===== src/hdl/car_pkg.sv =====
// Constants and types shared by the configuration access router.
package car_pkg;

	localparam logic [15:0] CAR_SELECT_IO   = 16'h0CF8;
	localparam logic [15:0] CAR_WINDOW_IO   = 16'h0CFC;
	localparam logic [31:0] CAR_SELECT_MASK = 32'h80FF_FFFC;
	localparam logic [31:0] CAR_SELECT_RST  = 32'h0000_0000;
	localparam logic [31:0] CAR_ABORT_DATA  = 32'hFFFF_FFFF;
	localparam logic [3:0]  CAR_BE_ALL      = 4'hF;

	localparam int CAR_EN_BIT  = 31;
	localparam int CAR_BUS_HI  = 23;
	localparam int CAR_BUS_LO  = 16;
	localparam int CAR_DEV_HI  = 15;
	localparam int CAR_DEV_LO  = 11;
	localparam int CAR_FUNC_HI = 10;
	localparam int CAR_FUNC_LO = 8;
	localparam int CAR_REG_HI  = 7;
	localparam int CAR_REG_LO  = 2;

	localparam int CAR_MM_BUS_HI  = 27;
	localparam int CAR_MM_BUS_LO  = 20;
	localparam int CAR_MM_DEV_HI  = 19;
	localparam int CAR_MM_DEV_LO  = 15;
	localparam int CAR_MM_FUNC_HI = 14;
	localparam int CAR_MM_FUNC_LO = 12;
	localparam int CAR_MM_REG_HI  = 7;
	localparam int CAR_MM_REG_LO  = 2;

	localparam logic [7:0] CAR_FIXED_BUS  = 8'h00;
	localparam logic [4:0] CAR_FIXED_DEV  = 5'h10;
	localparam logic [2:0] CAR_FIXED_FUNC = 3'h0;
	localparam int         CAR_FIXED_HI   = 15;
	localparam int         CAR_FIXED_LO   = 10;

	localparam logic [1:0] CAR_LINK_TYPE0 = 2'h0;
	localparam logic [1:0] CAR_LINK_TYPE1 = 2'h1;
	localparam logic [6:0] CAR_RSVD_ZERO  = 7'h00;

	typedef enum logic [1:0] {
		CAR_KIND_IO,
		CAR_KIND_MEM_CFG,
		CAR_KIND_FIXED,
		CAR_KIND_LINK_MEM_CFG
	} car_kind_e;

	typedef enum logic [1:0] {
		CAR_IDLE,
		CAR_INT_WAIT,
		CAR_LINK_WAIT
	} car_fsm_e;

	typedef struct packed {
		logic [7:0] bus;
		logic [4:0] dev;
		logic [2:0] func;
		logic [5:0] regi;
	} car_target_s;

	typedef struct packed {
		car_fsm_e    fsm;
		logic [31:0] select;
		car_target_s tgt;
		logic        write;
		logic [3:0]  be;
		logic [31:0] wdata;
		logic        relay;
		logic        busy;
		logic        done;
		logic        abort;
		logic        pass;
		logic [31:0] rdata;
		logic        int_valid;
		logic        sl_valid;
		logic [31:0] sl_addr;
	} car_state_s;

endpackage


===== src/hdl/car_router.sv =====
// Configuration access router: decodes host accesses and routes them.
// What this block does
// - Bus 0 requests are claimed internally, relayed as Type 0 or aborted, never sent on as Type 1.
// - Internal register targets never see Type 1 requests.
// - Missing targets abort: writes dropped, reads return all ones.
// - Eight bus bits, 32 devices, 8 functions, 64 dwords of registers.
// - Select register at I/O 0xCF8, data window at I/O 0xCFC to 0xCFF.
// - No data window configuration cycle unless select bit 31 is set.
// - Each data window access becomes a cycle to the selected dword.
// - Bus field in bits 23:16; zero bus routes to bus 0 devices.
// - Bridge function at bus 0 relays south bridge requests over the link.
// - Non-zero bus goes out Type 1: address bits 1:0 are 01, 31:2 copied.
// - All hub registers sit on bus 0 and take Type 0 accesses.
// - Memory-mapped config arriving from the south link is aborted.
// - Fixed host bus window maps to bus 0, device 16, function 0, four bytes.
// - Select register changes only on dword access; others pass as plain I/O.
module car_router (
	input  wire logic              i_core_clk,
	input  wire logic              i_reset_n,
	input  wire logic              i_req_valid,
	input  wire car_pkg::car_kind_e i_req_kind,
	input  wire logic              i_req_write,
	input  wire logic [31:0]       i_req_addr,
	input  wire logic [3:0]        i_req_be,
	input  wire logic [31:0]       i_req_wdata,
	output logic                   o_busy,
	output logic                   o_done,
	output logic                   o_abort,
	output logic                   o_pass,
	output logic [31:0]            o_rdata,
	output logic                   o_int_valid,
	output logic                   o_int_write,
	output logic [4:0]             o_int_dev,
	output logic [2:0]             o_int_func,
	output logic [5:0]             o_int_reg,
	output logic [3:0]             o_int_be,
	output logic [31:0]            o_int_wdata,
	input  wire logic              i_int_done,
	input  wire logic              i_int_hit,
	input  wire logic [31:0]       i_int_rdata,
	output logic                   o_sl_valid,
	output logic                   o_sl_write,
	output logic [31:0]            o_sl_addr,
	output logic [3:0]             o_sl_be,
	output logic [31:0]            o_sl_wdata,
	input  wire logic              i_sl_done,
	input  wire logic              i_sl_ok,
	input  wire logic [31:0]       i_sl_rdata
);

	logic                rst_meta_reg;
	logic                rst_n_reg;
	car_pkg::car_state_s st_reg;
	car_pkg::car_state_s st_next;
	car_pkg::car_target_s req_tgt;
	logic                accept;

	function automatic car_pkg::car_target_s f_from_select(
		input logic [31:0] sel
	);
		car_pkg::car_target_s t;
		t.bus  = sel[car_pkg::CAR_BUS_HI:car_pkg::CAR_BUS_LO];
		t.dev  = sel[car_pkg::CAR_DEV_HI:car_pkg::CAR_DEV_LO];
		t.func = sel[car_pkg::CAR_FUNC_HI:car_pkg::CAR_FUNC_LO];
		t.regi = sel[car_pkg::CAR_REG_HI:car_pkg::CAR_REG_LO];
		return t;
	endfunction

	// Builds the south link address; the select register layout is kept.
	function automatic logic [31:0] f_link_addr(
		input car_pkg::car_target_s t,
		input logic [1:0]           typ
	);
		return {1'b1, car_pkg::CAR_RSVD_ZERO, t.bus, t.dev, t.func,
			t.regi, typ};
	endfunction

	always_ff @(posedge i_core_clk or negedge i_reset_n) begin
		if (!i_reset_n) begin
			rst_meta_reg <= 1'b0;
			rst_n_reg    <= 1'b0;
		end else begin
			rst_meta_reg <= 1'b1;
			rst_n_reg    <= rst_meta_reg;
		end
	end

	assign accept = i_req_valid && (st_reg.fsm == car_pkg::CAR_IDLE);

	always_comb begin
		req_tgt = f_from_select(st_reg.select);
		unique case (i_req_kind)
			car_pkg::CAR_KIND_MEM_CFG: begin
				req_tgt.bus  = i_req_addr[car_pkg::CAR_MM_BUS_HI:
					car_pkg::CAR_MM_BUS_LO];
				req_tgt.dev  = i_req_addr[car_pkg::CAR_MM_DEV_HI:
					car_pkg::CAR_MM_DEV_LO];
				req_tgt.func = i_req_addr[car_pkg::CAR_MM_FUNC_HI:
					car_pkg::CAR_MM_FUNC_LO];
				req_tgt.regi = i_req_addr[car_pkg::CAR_MM_REG_HI:
					car_pkg::CAR_MM_REG_LO];
			end
			car_pkg::CAR_KIND_FIXED: begin
				req_tgt.bus  = car_pkg::CAR_FIXED_BUS;
				req_tgt.dev  = car_pkg::CAR_FIXED_DEV;
				req_tgt.func = car_pkg::CAR_FIXED_FUNC;
				req_tgt.regi = i_req_addr[car_pkg::CAR_FIXED_HI:
					car_pkg::CAR_FIXED_LO];
			end
			default: begin
			end
		endcase
	end

	always_comb begin
		st_next           = st_reg;
		st_next.done      = 1'b0;
		st_next.abort     = 1'b0;
		st_next.pass      = 1'b0;
		st_next.int_valid = 1'b0;
		st_next.sl_valid  = 1'b0;
		unique case (st_reg.fsm)
			car_pkg::CAR_IDLE: begin
				if (accept) begin
					st_next.write = i_req_write;
					st_next.wdata = i_req_wdata;
					st_next.be    = i_req_be;
					st_next.tgt   = req_tgt;
					st_next.relay = (i_req_kind != car_pkg::CAR_KIND_FIXED);
					st_next.done  = 1'b1;
					st_next.rdata = 32'h0000_0000;
					unique case (i_req_kind)
						car_pkg::CAR_KIND_IO: begin
							if (i_req_addr[15:0] == car_pkg::CAR_SELECT_IO &&
								i_req_be == car_pkg::CAR_BE_ALL) begin
								if (i_req_write) begin
									st_next.select = i_req_wdata &
										car_pkg::CAR_SELECT_MASK;
								end else begin
									st_next.rdata = st_reg.select;
								end
							end else if (i_req_addr[15:2] ==
								car_pkg::CAR_WINDOW_IO[15:2] &&
								st_reg.select[car_pkg::CAR_EN_BIT]) begin
								st_next.done = 1'b0;
							end else begin
								st_next.pass = 1'b1;
							end
						end
						car_pkg::CAR_KIND_LINK_MEM_CFG: begin
							st_next.abort = 1'b1;
							st_next.rdata = car_pkg::CAR_ABORT_DATA;
						end
						car_pkg::CAR_KIND_FIXED: begin
							st_next.be   = car_pkg::CAR_BE_ALL;
							st_next.done = 1'b0;
						end
						default: begin
							st_next.done = 1'b0;
						end
					endcase
					if (!st_next.done) begin
						st_next.busy = 1'b1;
						if (req_tgt.bus == 8'h00) begin
							st_next.int_valid = 1'b1;
							st_next.fsm       = car_pkg::CAR_INT_WAIT;
						end else begin
							st_next.sl_valid = 1'b1;
							st_next.sl_addr  = f_link_addr(req_tgt,
								car_pkg::CAR_LINK_TYPE1);
							st_next.fsm      = car_pkg::CAR_LINK_WAIT;
						end
					end
				end
			end
			car_pkg::CAR_INT_WAIT: begin
				if (i_int_done) begin
					if (i_int_hit) begin
						st_next.done  = 1'b1;
						st_next.busy  = 1'b0;
						st_next.rdata = st_reg.write ? 32'h0000_0000 :
							i_int_rdata;
						st_next.fsm   = car_pkg::CAR_IDLE;
					end else if (st_reg.relay) begin
						st_next.sl_valid = 1'b1;
						st_next.sl_addr  = f_link_addr(st_reg.tgt,
							car_pkg::CAR_LINK_TYPE0);
						st_next.fsm      = car_pkg::CAR_LINK_WAIT;
					end else begin
						st_next.done  = 1'b1;
						st_next.abort = 1'b1;
						st_next.busy  = 1'b0;
						st_next.rdata = car_pkg::CAR_ABORT_DATA;
						st_next.fsm   = car_pkg::CAR_IDLE;
					end
				end
			end
			car_pkg::CAR_LINK_WAIT: begin
				if (i_sl_done) begin
					st_next.done  = 1'b1;
					st_next.busy  = 1'b0;
					st_next.abort = !i_sl_ok;
					st_next.rdata = i_sl_ok ? i_sl_rdata :
						car_pkg::CAR_ABORT_DATA;
					st_next.fsm   = car_pkg::CAR_IDLE;
				end
			end
			default: begin
				st_next.fsm  = car_pkg::CAR_IDLE;
				st_next.busy = 1'b0;
			end
		endcase
	end

	always_ff @(posedge i_core_clk or negedge rst_n_reg) begin
		if (!rst_n_reg) begin
			st_reg <= '0;
		end else begin
			st_reg <= st_next;
		end
	end

	assign o_busy      = st_reg.busy;
	assign o_done      = st_reg.done;
	assign o_abort     = st_reg.abort;
	assign o_pass      = st_reg.pass;
	assign o_rdata     = st_reg.rdata;
	assign o_int_valid = st_reg.int_valid;
	assign o_int_write = st_reg.write;
	assign o_int_dev   = st_reg.tgt.dev;
	assign o_int_func  = st_reg.tgt.func;
	assign o_int_reg   = st_reg.tgt.regi;
	assign o_int_be    = st_reg.be;
	assign o_int_wdata = st_reg.wdata;
	assign o_sl_valid  = st_reg.sl_valid;
	assign o_sl_write  = st_reg.write;
	assign o_sl_addr   = st_reg.sl_addr;
	assign o_sl_be     = st_reg.be;
	assign o_sl_wdata  = st_reg.wdata;
endmodule


===== config.mk =====
export PLATFORM = sky130hd
export DESIGN_NAME = car_router
export DESIGN_NICKNAME = d
export VERILOG_FILES = /design/src/hdl/car_pkg.sv /design/src/hdl/car_router.sv
export SDC_FILE = /design/constraint.sdc
export NUM_CORES = 1
export LEC_CHECK = 0
export BUFFER_PORTS_ARGS = -buffer_cell sky130_fd_sc_hd__buf_2
export CAP_MARGIN = 20
export CELL_PAD_IN_SITES_DETAIL_PLACEMENT = 1
export CELL_PAD_IN_SITES_GLOBAL_PLACEMENT = 2
export CORE_ASPECT_RATIO = 1.75
export CORE_MARGIN = 2
export CORE_UTILIZATION = 26
export DETAILED_ROUTE_END_ITERATION = 8
export GPL_ROUTABILITY_DRIVEN = 0
export HOLD_SLACK_MARGIN = 0.02
export MAX_ROUTING_LAYER = met4
export PLACE_DENSITY_LB_ADDON = 0.1
export SLEW_MARGIN = 20
export SYNTH_ARGS = -nofsm -noshare
export SYNTH_HDL_FRONTEND = slang
export SYNTH_SLANG_ARGS = --single-unit

===== constraint.sdc =====
create_clock -name i_core_clk -period 4.45 [get_ports i_core_clk]
set_clock_uncertainty 0.05 [all_clocks]
set_input_delay 0.6675 -clock i_core_clk [delete_from_list [all_inputs] [get_ports i_core_clk]]
set_output_delay 0.6675 -clock i_core_clk [all_outputs]
set_load 0.02 [all_outputs]

After elaboration in Yosys (flattened, before gate mapping)

Cells that the tools add are included.

Register bits after elaboration: 157
Output and inout bits: 158
Logic and storage cells: 100

Equal/unequal tests: 17
Multiplexer cells: 48
Reductions and logical operators: 15

Operators by type and width:

| operator             | count |
|---|---|
| $mux 32              | 11 |
| $mux 164             | 1 |
| $mux 33              | 4 |
| $pmux 32 s3          | 1 |
| $pmux 33 s2          | 1 |
| $pmux 32 s2          | 1 |
| $pmux 22 s2          | 1 |
| $mux 34              | 1 |
| $eq 16x12->1 const B | 1 |
| $ne 2x2->1 const B   | 8 |
| $reduce_and 5->1     | 3 |
| $eq 14x10->1 const B | 1 |
| $mux 2               | 7 |
| $mux 1               | 12 |
| $pmux 2 s3           | 2 |
| $mux 3               | 3 |
| $logic_not 8->1      | 1 |
| $reduce_and 7->1     | 1 |
| $eq 2x2->1 const B   | 3 |
| $eq 2x1->1 const B   | 2 |
| $eq 4x4->1 const B   | 1 |
| $logic_not 2->1      | 2 |
| $mux 4               | 1 |
| $reduce_and 4->1     | 1 |
| other kinds (8)      | 10 |

Depth between registers and ports, before layout

Depth in word-level cells: 10
Depth in mapped cells: 9

Least setup slack after synthesis

OpenSTA, ideal clock, no wires.

Path type: input to register
From: input i_req_addr[12]
To: register st_reg (netlist bit o_sl_addr[3])
Setup time: 146 ps
Data arrival time: 2576 ps
Required time: 4254 ps
Path slack: 1678 ps
Stages: 7
Buffers on the path: 2
Cell sequence: or4_1 -> or4_1 -> buf_6 -> o31ai_4 -> a31o_4 -> buf_6 -> a31oi_1

Cells in the longest elaborated chain, start to end: 9
Elaborated cells on any way between the ends: 11

Ends and longest elaborated chain:

| what                                  | RTL line          | source |
|---|---|---|
| start: declaration                    | car_router.sv:23  | `input wire logic [31:0] i_req_addr,` |
| $eq 14x10->1                          | car_router.sv:142 | `end else if (i_req_addr[15:2] ==` |
| $logic_and 1x1->1                     | car_router.sv:143 | `car_pkg::CAR_WINDOW_IO[15:2] &&` |
| $mux 1                                | car_router.sv:142 |  |
| $mux 1 (*)                            | car_router.sv:134 | `if (i_req_addr[15:0] == car_pkg::CAR_SELECT_IO &&` |
| $pmux 1 s2 (*)                        | car_router.sv:132 | `unique case (i_req_kind)` |
| $mux 1 (*)                            | car_router.sv:124 | `if (accept) begin` |
| $mux 1 (*)                            | car_router.sv:122 | `unique case (st_reg.fsm)` |
| $ne 2x2->1 (no source line) (*)       | -                 |  |
| $reduce_and 7->1 (no source line) (*) | -                 |  |
| end signal: assignment                | car_router.sv:219 | `st_reg <= st_next;` |
| end: declaration                      | car_router.sv:53  | `car_pkg::car_state_s st_reg;` |

Every way passes the cells marked *; elsewhere a longest branch is shown, timed or not. The select of a mux whose other input is x is not followed.
A chain may end at the register's enable or synchronous reset.

Worst setup path in the final report

From: input i_req_addr[12]
To: register st_reg (netlist bit o_sl_addr[22])

Same word-level chain as after synthesis.

==> results.py <==
metrics = {
    "run_status": {
        "outcome": "finished, violations left",
        "violations": "design-rule violations",
    },
    "clocking": {
        "cts_tree": "built",
        "clockBufferDepth": 2,
        "clockRootBuffer": "clkbuf_16",
        "cts_resized": 0,
        "clk_pin_slew_ns": 0.07,
        "clk_latency_ns": 0.44,
        "cts.sinks": 149,
        "numCtsBuffers": 17,
        "cts_max_level": 4,
    },
    "global_routing": {
        "grt_max_degree": 82,
        "grt_util_all_layers": 0.191,
        "grt_antenna_before_repair": 6,
        "grt_pass1_wl_um": 47300,
        "overflow": 0,
        "first_global_vias": 7355,
    },
    "power": {
        "swShare": 0.466,
        "clkPwrFrac": 0.199,
        "switching_power_mw": 3.40,
        "sequentialPowerShare": 0.303,
        "p_int_mw": 3.90,
        "power.density_mw_per_mm2": 746,
        "p_comb_frac": 0.499,
        "leakage_nw": 4.93,
        "ir_drop_v": 0.000304,
    },
    "critical_path": {
        "required_ns": 4.75,
        "endpoint_kind": "flop",
        "worst-path-max-fanout": 12,
        "cp.arrival_ns": 3.22,
        "critical_path_class": "in2reg",
        "worstSetupStartpointType": "input pin",
    },
    "logic_synthesis": {
        "async_reset_ff_frac": 1.00,
        "ys.flop_type": "dfrtp_1",
        "syn-cell-area_sq_mm": 0.00843,
        "yosys_warnings": 0,
        "yosysUniqueCellTypes": 50,
        "synthCells": 938,
        "synth_edf_count": 0,
        "postSynthAreaPerCell_sq_um": 8.99,
        "ys_seq_area_frac": 0.442,
        "ys_ff_latch": 149,
    },
    "route": {
        "avgRoutedWirePerCell_um": 21.2,
        "ant_nets": 0,
        "vias": 6931,
        "wl_um": 31400,
        "drt_iter0_drc": 319,
        "avgViaCountPerCell": 4.69,
        "dr.pass1.iters": 8,
        "route.detailed.drc": 16,
    },
    "die": {
        "ios": 300,
        "start_util": 0.263,
        "core_region_area_sq_mm": 0.0321,
        "rows": 87,
        "die_area_sq_mm": 0.0339,
        "die_width_um": 140,
        "fp.dieH_um": 242,
    },
    "timing": {
        "post-route-period-util": 0.656,
        "worst_pin_slew_ns": 0.881,
        "tns_ns": 0,
        "rsz0062_at_grt": "false",
        "hold_violations": 0,
        "maxSlewHeadroom": 0.411,
        "post-route-min-period_ns": 2.92,
        "setup_viol": 0,
        "fmax_ghz": 0.343,
        "slew_viol_final": 0,
    },
    "finish": {
        "final_util": 0.305,
        "multi_input_area_sq_mm": 0.00327,
        "n_fill_cell": 3799,
        "seq_area_sq_mm": 0.00373,
        "drive_above_1_share": 0.358,
        "nNetsFinal": 1210,
        "area_delta_synth_final_pct": 16.0,
        "largest_reg_flops": 34,
    },
    "place": {
        "io_buffers": 287,
        "hpwl_um": 23400,
    },
    "worst_hold_path": {
        "hp-class": "reg2async",
    },
    "job": {
        "cap_violations": 0,
    },
}
cells in the mapped netlist, types with 3 or more instances:
library cell  number  area share
a211oi_1          16       0.014
a21o_1            15       0.013
a21oi_1           28       0.017
a221oi_1          31       0.032
a22oi_1           14       0.012
a31oi_1           16       0.012
a32oi_1           14       0.015
and2_1             4      0.0030
buf_1              5      0.0022
buf_2              4      0.0024
buf_4            153        0.14
buf_6              6      0.0080
clkbuf_1          46       0.020
dfrtp_1          149        0.44
ha_1               9       0.013
inv_1             17      0.0076
mux2_2            29       0.039
nand2_1          168       0.075
nand2b_1           5      0.0037
nand3_1           37       0.022
nor2_1            71       0.032
nor2b_1           10      0.0074
o21ai_0           54       0.032
o31a_1             3      0.0031
or3_1              3      0.0022
or4_1              5      0.0045
cell usage in the layout (no fill, tap or decap), types with 2 or more instances in the layout:
| master | netlist | layout |
|---|---|---|
| buf_2 | 4 | 287 |
| nand2_1 | 168 | 167 |
| dfrtp_1 | 149 | 148 |
| nor2_1 | 71 | 70 |
| o21ai_0 | 54 | 54 |
| nand3_1 | 37 | 37 |
| a221oi_1 | 31 | 31 |
| mux2_2 | 29 | 29 |
| a21oi_1 | 28 | 28 |
| buf_4 | 153 | 19 |
| inv_1 | 17 | 17 |
| clkbuf_16 | 0 | 17 |
| a31oi_1 | 16 | 16 |
| a211oi_1 | 16 | 15 |
| a21o_1 | 15 | 15 |
| a22oi_1 | 14 | 14 |
| a32oi_1 | 14 | 14 |
| nor2b_1 | 10 | 9 |
| ha_1 | 9 | 9 |
| conb_1 | 2 | 9 |
| diode_2 | 0 | 6 |
| or4_1 | 5 | 5 |
| nand2b_1 | 5 | 5 |
| clkinvlp_4 | 0 | 4 |
| clkbuf_8 | 0 | 4 |
| o31a_1 | 3 | 3 |
| or3_1 | 3 | 3 |
| and2_1 | 4 | 3 |
| nand3b_1 | 2 | 2 |
| nand2_2 | 1 | 2 |
| inv_6 | 0 | 2 |
| clkinv_2 | 0 | 2 |
power by group through the flow:
| stage | clock network [mW] | registers (mW) | logic (mW) |
|---|---|---|---|
| 2_1_floorplan | 0 | 2.18 | 3.21 |
| 3_3_place_gp | 0 | 2.23 | 3.68 |
| 3_5_place_dp | 0 | 2.25 | 3.72 |
| 4_1_cts | 1.50 | 2.23 | 3.73 |
| 5_1_grt | 1.55 | 2.29 | 4.02 |
| 6_report | 1.45 | 2.21 | 3.64 |
worst paths after layout:
path,start,to,slack (ns),cells past startpoint
max reg2reg,st_reg[162],o_rdata[28],1.54,9
max,i_req_addr[12],o_sl_addr[22],1.53,6
min,rst_n_reg,o_int_wdata[15],0.16,0
min reg2reg,rst_n_reg,o_int_wdata[15],0.16,0
min in group i_core_clk,rst_meta_reg,rst_n_reg,0.31,0
max in group asynchronous,rst_n_reg,o_int_func[2],3.17,1
stage by stage:
step                power, mW  hold slack [ns]  std cells  setup WS, ns  instance area (sq um)
floorplan                5.38            0.281        945          1.68                   8460
global placement         5.92            0.164       1438          1.12                   9160
detailed placement       5.97            0.174       1438          1.08                   9160
CTS                      7.46            0.180       1471          1.48                   9750
global route             7.87            0.190       1478          1.33                   9780
finish                   7.30            0.161       1478          1.53                   9780
final cells by class:
type / count / area share
well taps: 400 / 0.0512
repair buffers: 309 / 0.166
diodes: 6 / 0.00153
clock buffers: 22 / 0.0495
clock inverters: 10 / 0.00985
inverters: 17 / 0.00652
flip-flops and latches: 149 / 0.382
multi-input cells: 565 / 0.334
layer usage:
layer / GRT usage / wire [um] / up-vias
met3: 0.0403 / 1370 / 28
li1: - / - / 3315
met5: - / 0 / -
met2: 0.334 / 16800 / 179
met4: 0.0517 / 477 / 0
met1: 0.222 / 12700 / 3409
worst max-delay path, stage by stage:
cell	delay, ns
buf_2	0.12
or4_1	0.51
or4_1	0.70
o22ai_2	0.59
nand2_1	0.37
a22oi_1	0.26
cell families (layout without fill, tap and decap cells):
family	Yosys count	in the layout	synth area share
AOI/OAI and AO/OA	203	203	0.166
adders and majority gates	9	9	0.0134
buffers and inverters	231	358	0.177
DFF	149	149	0.442
muxes	31	31	0.0412
other	2	15	0.000891
and+or+nand+nor	313	313	0.159
what timing repair did:
action,CTS,global route
setup buffers,0,0
hold buffers,1,0
hold endpoints to repair,2,0
Note: power is estimated with default switching activity, not from simulation.
